==> src/tvps_defines.svh <==
`ifndef TVPS_DEFINES_SVH
`define TVPS_DEFINES_SVH

// timing base
`define TVPS_CLK_MHZ 200
`define TVPS_ACK_US 22
`define TVPS_ACK_CYC (`TVPS_ACK_US * `TVPS_CLK_MHZ)
`define TVPS_RDDLY_US 24
`define TVPS_RDDLY_CYC (`TVPS_RDDLY_US * `TVPS_CLK_MHZ)
`define TVPS_NVRD_US 200
`define TVPS_NVRD_CYC (`TVPS_NVRD_US * `TVPS_CLK_MHZ)
`define TVPS_FORCE_US 1000
`define TVPS_FORCE_CYC (`TVPS_FORCE_US * `TVPS_CLK_MHZ)
`define TVPS_MODIFY_US 2000
`define TVPS_MODIFY_CYC (`TVPS_MODIFY_US * `TVPS_CLK_MHZ)
`define TVPS_PHERR_NS 2000
`define TVPS_PHERR_CYC ((`TVPS_PHERR_NS * `TVPS_CLK_MHZ) / 1000)
`define TVPS_REF_LAST 12'hFFF
`define TVPS_WORD_LEN 5'h0F
`define TVPS_RD_LAST 4'h7

// register addresses
`define TVPS_A_CONV_LAST 4'h5
`define TVPS_A_CNT_UP 4'h6
`define TVPS_A_CNT_LO 4'h7
`define TVPS_A_BAND 4'h8
`define TVPS_A_NV_ADDR 4'h9
`define TVPS_A_NV_HI 4'hA
`define TVPS_A_NV_LO 4'hB
`define TVPS_A_STATUS 4'hC

// field positions
`define TVPS_F_FLOAT 4
`define TVPS_F_LOW 5
`define TVPS_F_HIGH 6
`define TVPS_F_MOD 0
`define TVPS_F_RST 1

// reset values
`define TVPS_BAND_RST 7'h10

`endif

==> src/tvps_pkg.sv <==
package tvps_pkg;

  typedef enum logic [4:0] {
    ST_IDLE   = 5'h01,
    ST_SHIFT  = 5'h02,
    ST_ACK    = 5'h04,
    ST_RDWAIT = 5'h08,
    ST_RDOUT  = 5'h10
  } tvps_rx_state_t;

  typedef struct packed {
    logic [3:0] s1;
    logic [3:0] s2;
    logic [3:0] s3;
    tvps_rx_state_t state;
    logic [14:0] sh;
    logic [4:0] nbits;
    logic [15:0] tcnt;
    logic [7:0] rd_sh;
    logic [3:0] rd_n;
    logic [5:0][5:0] conv;
    logic [6:0] cnt_up;
    logic [7:0] cnt_lo;
    logic [6:0] band;
    logic [4:0] nv_addr;
    logic [7:0] nv_hi;
    logic [7:0] nv_lo;
    logic dirty;
    logic rst_st;
    logic nv_rd_go;
    logic nv_st_go;
    logic nv_abort;
    logic [10:0] prog;
    logic [3:0] swal;
    logic [10:0] pc;
    logic [3:0] sc;
    logic swal_ph;
    logic div_tick;
    logic [11:0] ref_cnt;
    logic up;
    logic dn;
    logic [9:0] ph_cnt;
    logic lost;
    logic [19:0] frc_cnt;
    logic sd_o;
    logic sd_oe;
    logic se_oe;
    logic lock_n;
    logic pd_o;
    logic pd_oe;
    logic pcm;
  } tvps_top_st_t;

  typedef struct packed {
    logic [31:0][15:0] mem;
    logic busy_rd;
    logic busy_st;
    logic [19:0] cnt;
    logic [4:0] a;
    logic [15:0] w;
    logic [15:0] rdata;
    logic vld;
    logic done;
  } tvps_nvm_st_t;

endpackage : tvps_pkg

==> src/tvps_top.sv <==
`timescale 1ns/1ps
`include "tvps_defines.svh"

module tvps_top #(
  parameter int unsigned ACK_CYC = `TVPS_ACK_CYC,
  parameter int unsigned RDDLY_CYC = `TVPS_RDDLY_CYC,
  parameter int unsigned NVRD_CYC = `TVPS_NVRD_CYC,
  parameter int unsigned FORCE_CYC = `TVPS_FORCE_CYC,
  parameter int unsigned MODIFY_CYC = `TVPS_MODIFY_CYC
) (
  input wire logic clock,
  input wire logic srst,
  input wire logic serial_data_line_i,
  output logic serial_data_line_o,
  output logic serial_data_line_oe,
  input wire logic serial_enable_line_n_i,
  output logic serial_enable_line_n_o,
  output logic serial_enable_line_n_oe,
  input wire logic serial_clock_line_n,
  input wire logic divider_in,
  output logic prescaler_ratio,
  output logic lock_lost_out_n,
  output logic phase_detector_out_o,
  output logic phase_detector_out_oe,
  output logic [3:0] band_drive_bits,
  output logic [35:0] converter_levels
);

  tvps_pkg::tvps_top_st_t q, d;
  logic [15:0] nv_rdata;
  logic nv_vld;
  logic nv_done;

  // bit order on the wire is lsb first, so fields arrive reversed
  function automatic logic [7:0] rev8(input logic [7:0] v);
    rev8 = {v[0], v[1], v[2], v[3], v[4], v[5], v[6], v[7]};
  endfunction : rev8

  // readback value of one register, zero-extended
  function automatic logic [7:0] read_mux(input tvps_pkg::tvps_top_st_t s, input logic [3:0] a, input logic md);
    read_mux = 8'h00;
    if (a <= `TVPS_A_CONV_LAST) begin
      read_mux = {2'h0, s.conv[a[2:0]]};
    end else begin
      unique case (a)
        `TVPS_A_CNT_UP: read_mux = {1'h0, s.cnt_up};
        `TVPS_A_CNT_LO: read_mux = s.cnt_lo;
        `TVPS_A_BAND: read_mux = {1'h0, s.band};
        `TVPS_A_NV_ADDR: read_mux = {3'h0, s.nv_addr};
        `TVPS_A_NV_HI: read_mux = s.nv_hi;
        `TVPS_A_NV_LO: read_mux = s.nv_lo;
        `TVPS_A_STATUS: read_mux = {6'h00, s.rst_st, md};
        default: read_mux = 8'h00;
      endcase
    end
  endfunction : read_mux

  logic se_rise, se_fall, sc_rise, pdi_rise, word_ok, ref_tick;
  logic [3:0] w_addr;
  logic [7:0] w_data;
  logic w_load;

  // decode of the captured word and pin edges
  always_comb begin
    se_rise = q.s2[1] && !q.s3[1];
    se_fall = !q.s2[1] && q.s3[1];
    sc_rise = q.s2[2] && !q.s3[2];
    pdi_rise = q.s2[3] && !q.s3[3];
    w_load = q.sh[12];
    w_addr = {q.sh[8], q.sh[9], q.sh[10], q.sh[11]};
    w_data = rev8(q.sh[7:0]);
    word_ok = (q.nbits == `TVPS_WORD_LEN) && !q.sh[14] && (^q.sh);
    ref_tick = (q.ref_cnt == `TVPS_REF_LAST);
  end

  // next-state logic for the whole block
  always_comb begin
    logic hi, lo, fz, done_cmp, cnt_load;
    hi = 1'b0;
    lo = 1'b0;
    fz = 1'b0;
    done_cmp = 1'b0;
    cnt_load = 1'b0;
    d = q;
    d.s1 = {divider_in, serial_clock_line_n, serial_enable_line_n_i, serial_data_line_i};
    d.s2 = q.s1;
    d.s3 = q.s2;
    d.nv_rd_go = 1'b0;
    d.nv_st_go = 1'b0;
    d.nv_abort = 1'b0;
    d.div_tick = 1'b0;
    d.tcnt = q.tcnt + 16'h0001;

    // serial framing, acknowledge and readback
    unique case (q.state)
      tvps_pkg::ST_IDLE: begin
        if (se_fall) begin
          d.state = tvps_pkg::ST_SHIFT;
          d.nbits = 5'h00;
          d.sh = 15'h0000;
        end
      end
      tvps_pkg::ST_SHIFT: begin
        if (sc_rise) begin
          d.sh = {q.sh[13:0], q.s2[0]};
          if (q.nbits != 5'h1F) begin
            d.nbits = q.nbits + 5'h01;
          end
        end
        if (se_rise) begin
          d.tcnt = 16'h0000;
          if (!word_ok) begin
            d.state = tvps_pkg::ST_IDLE;
          end else if (w_load) begin
            d.state = tvps_pkg::ST_ACK;
            d.se_oe = 1'b1;
            if (w_addr <= `TVPS_A_CONV_LAST) begin
              d.conv[w_addr[2:0]] = w_data[5:0];
            end else begin
              unique case (w_addr)
                `TVPS_A_CNT_UP: d.cnt_up = w_data[6:0];
                `TVPS_A_CNT_LO: begin
                  d.cnt_lo = w_data;
                  d.prog = {q.cnt_up, w_data[7:4]};
                  d.swal = w_data[3:0];
                  d.pc = {q.cnt_up, w_data[7:4]};
                  d.sc = w_data[3:0];
                  d.swal_ph = 1'b1;
                  cnt_load = 1'b1;
                end
                `TVPS_A_BAND: begin
                  d.band = w_data[6:0];
                  d.frc_cnt = 20'h00000;
                end
                `TVPS_A_NV_ADDR: begin
                  d.nv_addr = w_data[4:0];
                  d.nv_st_go = q.dirty;
                  d.nv_rd_go = !q.dirty;
                  d.dirty = 1'b0;
                end
                `TVPS_A_NV_HI: begin
                  d.nv_hi = w_data;
                  d.dirty = 1'b1;
                end
                `TVPS_A_NV_LO: begin
                  d.nv_lo = w_data;
                  d.dirty = 1'b1;
                end
                `TVPS_A_STATUS: d.nv_abort = w_data[`TVPS_F_MOD];
                default: d.cnt_up = q.cnt_up;
              endcase
            end
          end else begin
            d.state = tvps_pkg::ST_RDWAIT;
            d.se_oe = 1'b1;
            d.rd_sh = read_mux(q, w_addr, nv_done);
            if (w_addr == `TVPS_A_STATUS) begin
              d.rst_st = 1'b1;
            end
          end
        end
      end
      tvps_pkg::ST_ACK: begin
        if (q.tcnt == 16'(ACK_CYC - 1)) begin
          d.state = tvps_pkg::ST_IDLE;
          d.se_oe = 1'b0;
        end
      end
      tvps_pkg::ST_RDWAIT: begin
        if (q.tcnt == 16'(RDDLY_CYC - 1)) begin
          d.state = tvps_pkg::ST_RDOUT;
          d.se_oe = 1'b0;
          d.sd_oe = 1'b1;
          d.sd_o = q.rd_sh[0];
          d.rd_n = 4'h0;
        end
      end
      tvps_pkg::ST_RDOUT: begin
        if (sc_rise) begin
          if (q.rd_n == `TVPS_RD_LAST) begin
            d.state = tvps_pkg::ST_IDLE;
            d.sd_oe = 1'b0;
          end else begin
            d.rd_sh = {1'b0, q.rd_sh[7:1]};
            d.sd_o = q.rd_sh[1];
            d.rd_n = q.rd_n + 4'h1;
          end
        end
      end
    endcase

    // memory word arrives in the two data registers
    if (nv_vld) begin
      d.nv_hi = nv_rdata[15:8];
      d.nv_lo = nv_rdata[7:0];
    end

    // swallow phase divides by 16, program phase by 15; a count load wins over a divider edge
    if (pdi_rise && !cnt_load) begin
      if (q.swal_ph) begin
        if (q.sc == 4'h0) begin
          d.swal_ph = 1'b0;
        end else begin
          d.sc = q.sc - 4'h1;
        end
      end else if (q.pc == 11'h000) begin
        d.div_tick = 1'b1;
        d.pc = q.prog;
        d.sc = q.swal;
        d.swal_ph = 1'b1;
      end else begin
        d.pc = q.pc - 11'h001;
      end
    end
    d.pcm = !q.swal_ph;

    // reference divider and three-state phase comparator
    d.ref_cnt = q.ref_cnt + 12'h001;
    done_cmp = (q.up || ref_tick) && (q.dn || q.div_tick);
    if (done_cmp) begin
      d.up = 1'b0;
      d.dn = 1'b0;
      d.lost = (q.ph_cnt > 10'(`TVPS_PHERR_CYC));
      d.ph_cnt = 10'h000;
    end else begin
      d.up = q.up || ref_tick;
      d.dn = q.dn || q.div_tick;
      if ((q.up || q.dn) && q.ph_cnt != 10'h3FF) begin
        d.ph_cnt = q.ph_cnt + 10'h001;
      end
      if (q.ph_cnt > 10'(`TVPS_PHERR_CYC)) begin
        d.lost = 1'b1;
      end
    end

    // overrides of the phase output; forced levels time out
    hi = q.band[`TVPS_F_HIGH];
    lo = q.band[`TVPS_F_LOW];
    fz = q.band[`TVPS_F_FLOAT];
    if ((hi || lo) && d.frc_cnt == q.frc_cnt) begin
      d.frc_cnt = q.frc_cnt + 20'h00001;
      if (q.frc_cnt == 20'(FORCE_CYC - 1)) begin
        d.band[`TVPS_F_HIGH] = 1'b0;
        d.band[`TVPS_F_LOW] = 1'b0;
        d.frc_cnt = 20'h00000;
      end
    end
    if (hi ^ lo) begin
      d.pd_oe = 1'b1;
      d.pd_o = hi;
    end else if (fz) begin
      d.pd_oe = 1'b0;
      d.pd_o = 1'b0;
    end else begin
      d.pd_oe = q.up || q.dn;
      d.pd_o = q.up;
    end
    d.lock_n = !(!q.rst_st || (q.lost && !(fz && !(hi ^ lo))));
  end

  // state register; reset floats the phase output
  always_ff @(posedge clock) begin
    if (srst) begin
      q <= '0;
      q.state <= tvps_pkg::ST_IDLE;
      q.band <= `TVPS_BAND_RST;
      q.swal_ph <= 1'b1;
      // pin history starts at idle levels so no false edge follows reset
      q.s1 <= 4'h7;
      q.s2 <= 4'h7;
      q.s3 <= 4'h7;
    end else begin
      q <= d;
    end
  end

  tvps_nvm #(
    .READY_CYC(NVRD_CYC),
    .MODIFY_CYC(MODIFY_CYC)
  ) u_nvm (
    .clock(clock),
    .srst(srst),
    .rd_go(q.nv_rd_go),
    .st_go(q.nv_st_go),
    .abort(q.nv_abort),
    .addr(q.nv_addr),
    .wdata({q.nv_hi, q.nv_lo}),
    .rdata(nv_rdata),
    .rdata_vld(nv_vld),
    .mod_done(nv_done)
  );

  // pins straight from flops, except the enable output level, which is tied low
  assign serial_data_line_o = q.sd_o;
  assign serial_data_line_oe = q.sd_oe;
  assign serial_enable_line_n_o = 1'b0;
  assign serial_enable_line_n_oe = q.se_oe;
  assign prescaler_ratio = q.pcm;
  assign lock_lost_out_n = q.lock_n;
  assign phase_detector_out_o = q.pd_o;
  assign phase_detector_out_oe = q.pd_oe;
  assign band_drive_bits = q.band[3:0];
  assign converter_levels = q.conv;
endmodule : tvps_top

==> src/tvps_nvm.sv <==
`timescale 1ns/1ps
`include "tvps_defines.svh"

module tvps_nvm #(
  parameter int unsigned READY_CYC = `TVPS_NVRD_CYC,
  parameter int unsigned MODIFY_CYC = `TVPS_MODIFY_CYC
) (
  input wire logic clock,
  input wire logic srst,
  input wire logic rd_go,
  input wire logic st_go,
  input wire logic abort,
  input wire logic [4:0] addr,
  input wire logic [15:0] wdata,
  output logic [15:0] rdata,
  output logic rdata_vld,
  output logic mod_done
);

  tvps_pkg::tvps_nvm_st_t q, d;

  // word read after the ready delay, store after the modify time
  always_comb begin
    d = q;
    d.vld = 1'b0;
    if (q.busy_rd || q.busy_st) begin
      d.cnt = q.cnt + 20'h00001;
    end
    if (q.busy_rd && q.cnt == 20'(READY_CYC - 1)) begin
      d.busy_rd = 1'b0;
      d.rdata = q.mem[q.a];
      d.vld = 1'b1;
    end
    if (q.busy_st && q.cnt == 20'(MODIFY_CYC - 1)) begin
      d.busy_st = 1'b0;
      d.mem[q.a] = q.w;
      d.done = 1'b1;
    end
    if (st_go) begin
      d.busy_st = 1'b1;
      d.busy_rd = 1'b0;
      d.cnt = 20'h00000;
      d.a = addr;
      d.w = wdata;
      d.done = 1'b0;
    end else if (rd_go) begin
      d.busy_rd = 1'b1;
      d.busy_st = 1'b0;
      d.cnt = 20'h00000;
      d.a = addr;
    end
    // abort ends the store and marks the modify over
    if (abort && !st_go) begin
      d.busy_st = 1'b0;
      d.done = 1'b1;
    end
  end

  // state register
  always_ff @(posedge clock) begin
    if (srst) begin
      q <= '0;
      q.done <= 1'b1;
    end else begin
      q <= d;
    end
  end

  assign rdata = q.rdata;
  assign rdata_vld = q.vld;
  assign mod_done = q.done;
endmodule : tvps_nvm

==> config.mk <==
export PLATFORM = sky130hd
export DESIGN_NAME = tvps_top
export DESIGN_NICKNAME = d
export VERILOG_FILES = /design/src/tvps_pkg.sv /design/src/tvps_top.sv /design/src/tvps_nvm.sv
export VERILOG_INCLUDE_DIRS = /design/src /design/src/src
export SDC_FILE = /design/constraint.sdc
export NUM_CORES = 2
export LEC_CHECK = 0
export BUFFER_PORTS_ARGS = -buffer_cell sky130_fd_sc_hd__buf_2
export CAP_MARGIN = 20
export CORE_MARGIN = 3
export CORE_UTILIZATION = 50
export DETAILED_ROUTE_END_ITERATION = 10
export GPL_TIMING_DRIVEN = 0
export PLACE_DENSITY = 0.75
export SYNTH_ARGS = -nofsm -noshare
export SYNTH_HDL_FRONTEND = slang
export SYNTH_SLANG_ARGS = --single-unit
==> constraint.sdc <==
create_clock -name clock -period 3.25 [get_ports clock]
set_input_delay 0.1625 -clock clock [delete_from_list [all_inputs] [get_ports clock]]
set_output_delay 0.1625 -clock clock [all_outputs]
set_load 0.02 [all_outputs]
; ---- Word level (Yosys, flattened, before mapping)
; Index checks and enable logic that the tools add are counted.
[totals]
ff_bits = 806
out_inout_bits = 48
wordCells = 320
[op_classes]
addsub = 9
order_cmp = 6
eq_ne = 35
n_mux = 96
bitwise_logic = 9
reduce_logical = 79
[op_table]
columns = cell, count
row1 = 512-bit bitwise mux, 1
row2 = 20-bit two-way mux, 10
row3 = 64-bit two-way mux, 3
row4 = 16-bit binary-select mux with 5-bit select, 1
row5 = 16-bit demux with 5-bit select, 1
row6 = 34-bit two-way mux, 2
row7 = 16-bit two-way mux, 4
row8 = 29-bit two-way mux, 2
row9 = 8-bit case mux with 7 select lines, 1
row10 = 6-bit AND reduction, 9
row11 = 20-bit by 1-bit adder with 20-bit output (second input constant), 2
row12 = 5-bit two-way mux, 8
row13 = 8-bit two-way mux, 5
row14 = 20-bit case mux with 2 select lines, 1
row15 = 36-bit bitwise mux, 1
row16 = 16-bit by 13-bit equality test with 1-bit output (second input constant), 2
row17 = 31-bit two-way mux, 1
row18 = 2-bit nonzero test, 14
row19 = 27-bit two-way mux, 1
row20 = 26-bit two-way mux, 1
row21 = 25-bit two-way mux, 1
row22 = 5-bit case mux with 5 select lines, 1
row23 = 12-bit two-way mux, 2
row24 = 24-bit two-way mux, 1
row25 = other kinds (59), 159

; ---- Depth between registers and ports, before layout
[logic_depth]
depth_word = 11
ltp_mapped = 11
mapped_depth_nobuf = 9

; ---- By module
; From an unflattened synthesis, not the netlist that was laid out.
[hier_totals]
cells_unflattened = 4338
area_unflattened_um2 = 36540.0
[by_module_without_submodules]
columns = module, n_inst, cells_each, area_per_inst_um2, seq_area_each_um2
row1 = tvps_nvm, 1, 3062, 25443.2, 11471.0
row2 = tvps_top, 1, 1276, 11096.9, 4484.3

; ---- Worst setup path after synthesis
; No wires, ideal clock.
[synth_timing]
kind = register -> register
start = reg q[211] (netlist name)
end = reg q[89] (netlist name)
setup_ns = 0.086
arrival_ns = 3.015
t_required_ns = 3.164
slack_ns = 0.149
stages_incl_launch_ff = 11
cell_sequence = dfxtp_1 buf_1 inv_1 ha_1 xnor3_1 xnor3_1 xor2_2 or4_1 buf_4 mux2i_1 a211oi_1
[synth_via]
elab_chain_len = 4
[synth_rtl]
columns = element, line
row1 = start: declaration, tvps_top.sv:29  ; tvps_pkg::tvps_top_st_t q, d;
row2 = "parallel branches: the longest is 3 deep, another holds 4-bit by 3-bit <= comparator with 1-bit output", -
row3 = 6-bit AND reduction (no source line) *, -
; Every way passes the cells marked *.
; A chain may end at the register's enable or synchronous reset.

; ---- Final worst setup path
[layout_timing]
start = reg u_nvm.q[34] (netlist name)
end = reg u_nvm.q (netlist bit u_nvm.rdata[12])
[layout_via]
elab_chain_len = 2
[layout_rtl]
columns = element, line
row1 = start: declaration, tvps_nvm.sv:20  ; tvps_pkg::tvps_nvm_st_t q, d;
row2 = 16-bit binary-select mux with 5-bit select, tvps_nvm.sv:31  ; d.rdata = q.mem[q.a];
row3 = 16-bit two-way mux (implied by the code), tvps_nvm.sv:31
; Every way passes these cells. The select of a mux whose other input is x is not followed.

==> run summary <==
Run status - completed
First-pass iteration count of the detailed router - 8
Port Buffers - 52
Average instance area after synthesis - 8.37 sq um
Remaining DRCs - 0
Total Die Area - 0.0732 sq mm
Min-Delay Startpoint - serial_data_line_i
Sw power - 4440 uW
Worst clock skew - 32.5 ps
Combinational share of power - 2.1%
Share of synthesized flip-flops with an asynchronous set or reset - 0%
Share of cells above drive strength 1 - 11.4%
First-pass GRT wire length - 187000 um
Commonest register cell after synthesis - sky130_fd_sc_hd__dfxtp_1
Number of pins exceeding their max-slew limit in the final report - 0
Arr. time, crit path - 3720 ps
CP Data Required Time - 3760 ps
Leakage component of the power - 0.0133 uW
Number of warnings issued by yosys - 0
Worst-case reg-to-reg path depth - 8
Starting density of the core - 50.7%
Count of H-tree levels built during CTS - 3
Most frequent standard cell in the layout excluding fill and tap cells - sky130_fd_sc_hd__nand2_1
Synthesized cell area - 0.0350 sq mm
Startpoint type of the worst setup path - flop
Largest net degree at the start of global routing - 15
Worst hold path cell count - 3
Net count, final - 4362
Maximum frequency from static timing analysis - 311 MHz
Grt ovf - 0
Initial antenna violation count - 3
Actual slew at the worst max-slew pin - 1320 ps
Antenna diode count - 0
Largest fanout on the critical path - 10
Number of buffers added by the clock tree synthesis step - 83
Cells after DPL - 5167
Worst IR Drop VDD - 0.419 mV
Maximum Capacitance Violations - 0
Launching point of the worst reg2reg path - u_nvm.q[34]
CTS tree - built
Number of enable flip-flop cells after synthesis - 0
CTS max path bufs - 3
Switching portion of total power - 22.1%
Post-route antenna net violation count - 0
Clock Pin Slew Worst Setup and Hold Paths - 60 ps
Core area - 0.0689 sq mm
Root buf cell - sky130_fd_sc_hd__clkbuf_16
Minimum period implied by the final worst setup slack - 3220 ps
Instance area after placement - 0.0365 sq mm
Via count of the routed design - 32800
Pwr per Cell Area - 508 mW/mm^2
Number of failing hold endpoints at the final stage - 0
GRT Overall Usage - 33.3%
Share of the cycle needed by the critical path after routing - 99.0%
HP Class - primary input to flop
Height of the die - 271 um
Final-layout fill cell count - 6121
Clock share of power - 49.2%
Internal power - 15700 uW
Aggregate routed wire length - 126000 um
Commonest cells after routing, fill and taps aside - sky130_fd_sc_hd__nand2_1 (1196), sky130_fd_sc_hd__dfxtp_1 (796), sky130_fd_sc_hd__a21oi_1 (626)
Detailed Route Iter0 Violations - 5019
CTS sink count - 797
Half-perimeter wire length of the detailed placement result - 88800 um
Routed WL per cell - 23.7 um
Setup tns final - 0 ps
Die span in x - 271 um
Number of flip-flops and latches in the synthesized netlist - 797
Non-filler cells, final - 5324
Post-synthesis sequential area ratio - 45.6%
Ratio of routed vias to standard cells - 6.17
Cells after synthesis - 4179
Signed area change from the synthesized netlist to the final layout - 13.3%
Number of setup violations in the final report - 0
Finished layout cell area - 0.0396 sq mm
Endpoint of the worst register-to-register path - u_nvm.rdata[12]
Normalized max-slew margin - 12.2%
Via count of the first global-routing pass - 30100
Count of distinct cell types in the synthesized netlist - 76
Worst reg2reg setup slack - 30 ps
Kind of critical path - flop to flop
Top Ports - 54
Row cnt - 96
Net count of the mapped netlist - 4206
Sequential cell fraction of total power - 48.7%
Endpoint, Worst Hold - d[225]
Routability cong. - 1.06
Type of element capturing the critical path - flop
Clock latency reported for the late side of the worst-skew pair - 650 ps
==> through the flow <==
stage	worst slack (ps)	total power, uW	utilization [%]	hold WS (ps)
2_1_floorplan	149	10300	-	266
3_3_place_gp	-1040	10400	52.8	345
3_5_place_dp	-1140	10400	53.0	349
4_1_cts	15.7	20100	57.3	202
5_1_grt	-12.8	20600	57.5	226
6_report	31.6	20100	57.5	231
==> registers in the layout, summed over array words and instances (netlist names) <==
signal and count:
lock_lost_out_n 1, u_nvm.mod_done 1, u_nvm.rdata_vld 1, serial_enable_line_n_oe 1, serial_data_line_oe 1, converter_levels 36, serial_data_line_o 1, q 169
band_drive_bits 4, u_nvm.rdata 16, d 8, phase_detector_out_oe 1, prescaler_ratio 1, u_nvm.q 555, phase_detector_out_o 1
==> what timing repair did <==
action / CTS / global route
buffers inserted: 4 / 2
hold buffers: 5 / 0
endpoints found under the hold margin: 7 / 0
setup endpoints to repair: 308 / 216
resized for setup: 43 / 25
pin swaps: 4 / 2
==> cell usage after synthesis (all sizes together) (4+ instances only) <==
master  number  area, sq um
mux4       134         3020
a31oi        7         43.8
o21a         4         30.0
a41o        15          150
a21oi      626         3130
a22o         8         70.1
nor3        36          190
nor4b        4         35.0
mux2i       97          971
o21ai       49          245
nand4       28          181
o22ai       15         93.8
inv         31          116
or2         19          119
nand3       68          340
and3        24          150
nand4b       5         43.8
clkbuf     282         1070
nand2     1196         4490
nor3b        7         52.6
nand3b       5         37.5
a211oi      32          240
nor2       256          963
or3         12         75.1
nand2b      26          163
a32o         4         40.0
a22oi       80          601
nor2b       17          106
and4         8         70.1
o211ai       9         67.6
ha          21          263
xor2        38          340
or4         11         86.3
nor4        21          138
and2         6         37.5
buf        119          679
dfxtp      797        16000
xnor2       18          158
==> how the worst max path moves through the flow <==
stage,start,end,slack (ps),cells after the start
after floorplan,q[211],q[89],150,10
after global placement,q[211],q[13],-1040,11
after detailed placement,q[211],q[13],-1140,11
after CTS,q[211],q[95],20,10
after global routing,q[211],q[13],-10,13
final,u_nvm.q[34],u_nvm.rdata[12],30,8
==> power groups by stage <==
stage	sequential, uW	combinational [uW]	clock [uW]
final	9800	430	9900
after global placement	10000	398	0
after detailed placement	10000	402	0
after CTS	9800	411	9930
after global routing	9800	449	10300
after floorplan	10000	240	0
==> routing by layer <==
metal  wire length [um]  GRT usage [%]
met1              48200           43.8
met2              54700           49.7
met3              15100           8.49
met4               8140           19.4
met5                 43              0
==> final cells by class <==
type	count	area, sq um	area share (%)
clock inverter	26	390	0.985
tap	931	1160	2.94
clock buffer	117	2420	6.09
inverter	32	120	0.303
timing repair buffer	72	512	1.29
buffer	400	1810	4.56
multi-input combinational	2949	17300	43.6
sequential	797	16000	40.3
==> cells by family after synthesis <==
group	synth area share, %
adders and majority gates	0.751
other	0.0107
and+or+nand+nor	21.0
DFF	45.6
AOI/OAI and AO/OA	14.2
buffers and inverters	5.34
xor gates and xnor gates	1.62
muxes	11.4
==> worst max-delay path, stage by stage, from the launching register on <==
cell and delay, ps:
sky130_fd_sc_hd__dfxtp_1 340, sky130_fd_sc_hd__buf_2 210, sky130_fd_sc_hd__buf_2 240, sky130_fd_sc_hd__buf_2 430
sky130_fd_sc_hd__clkbuf_2 460, sky130_fd_sc_hd__mux4_2 390, sky130_fd_sc_hd__a22oi_1 550, sky130_fd_sc_hd__a41o_1 360
sky130_fd_sc_hd__a21oi_1 80
(Power assumes the default switching activity.)
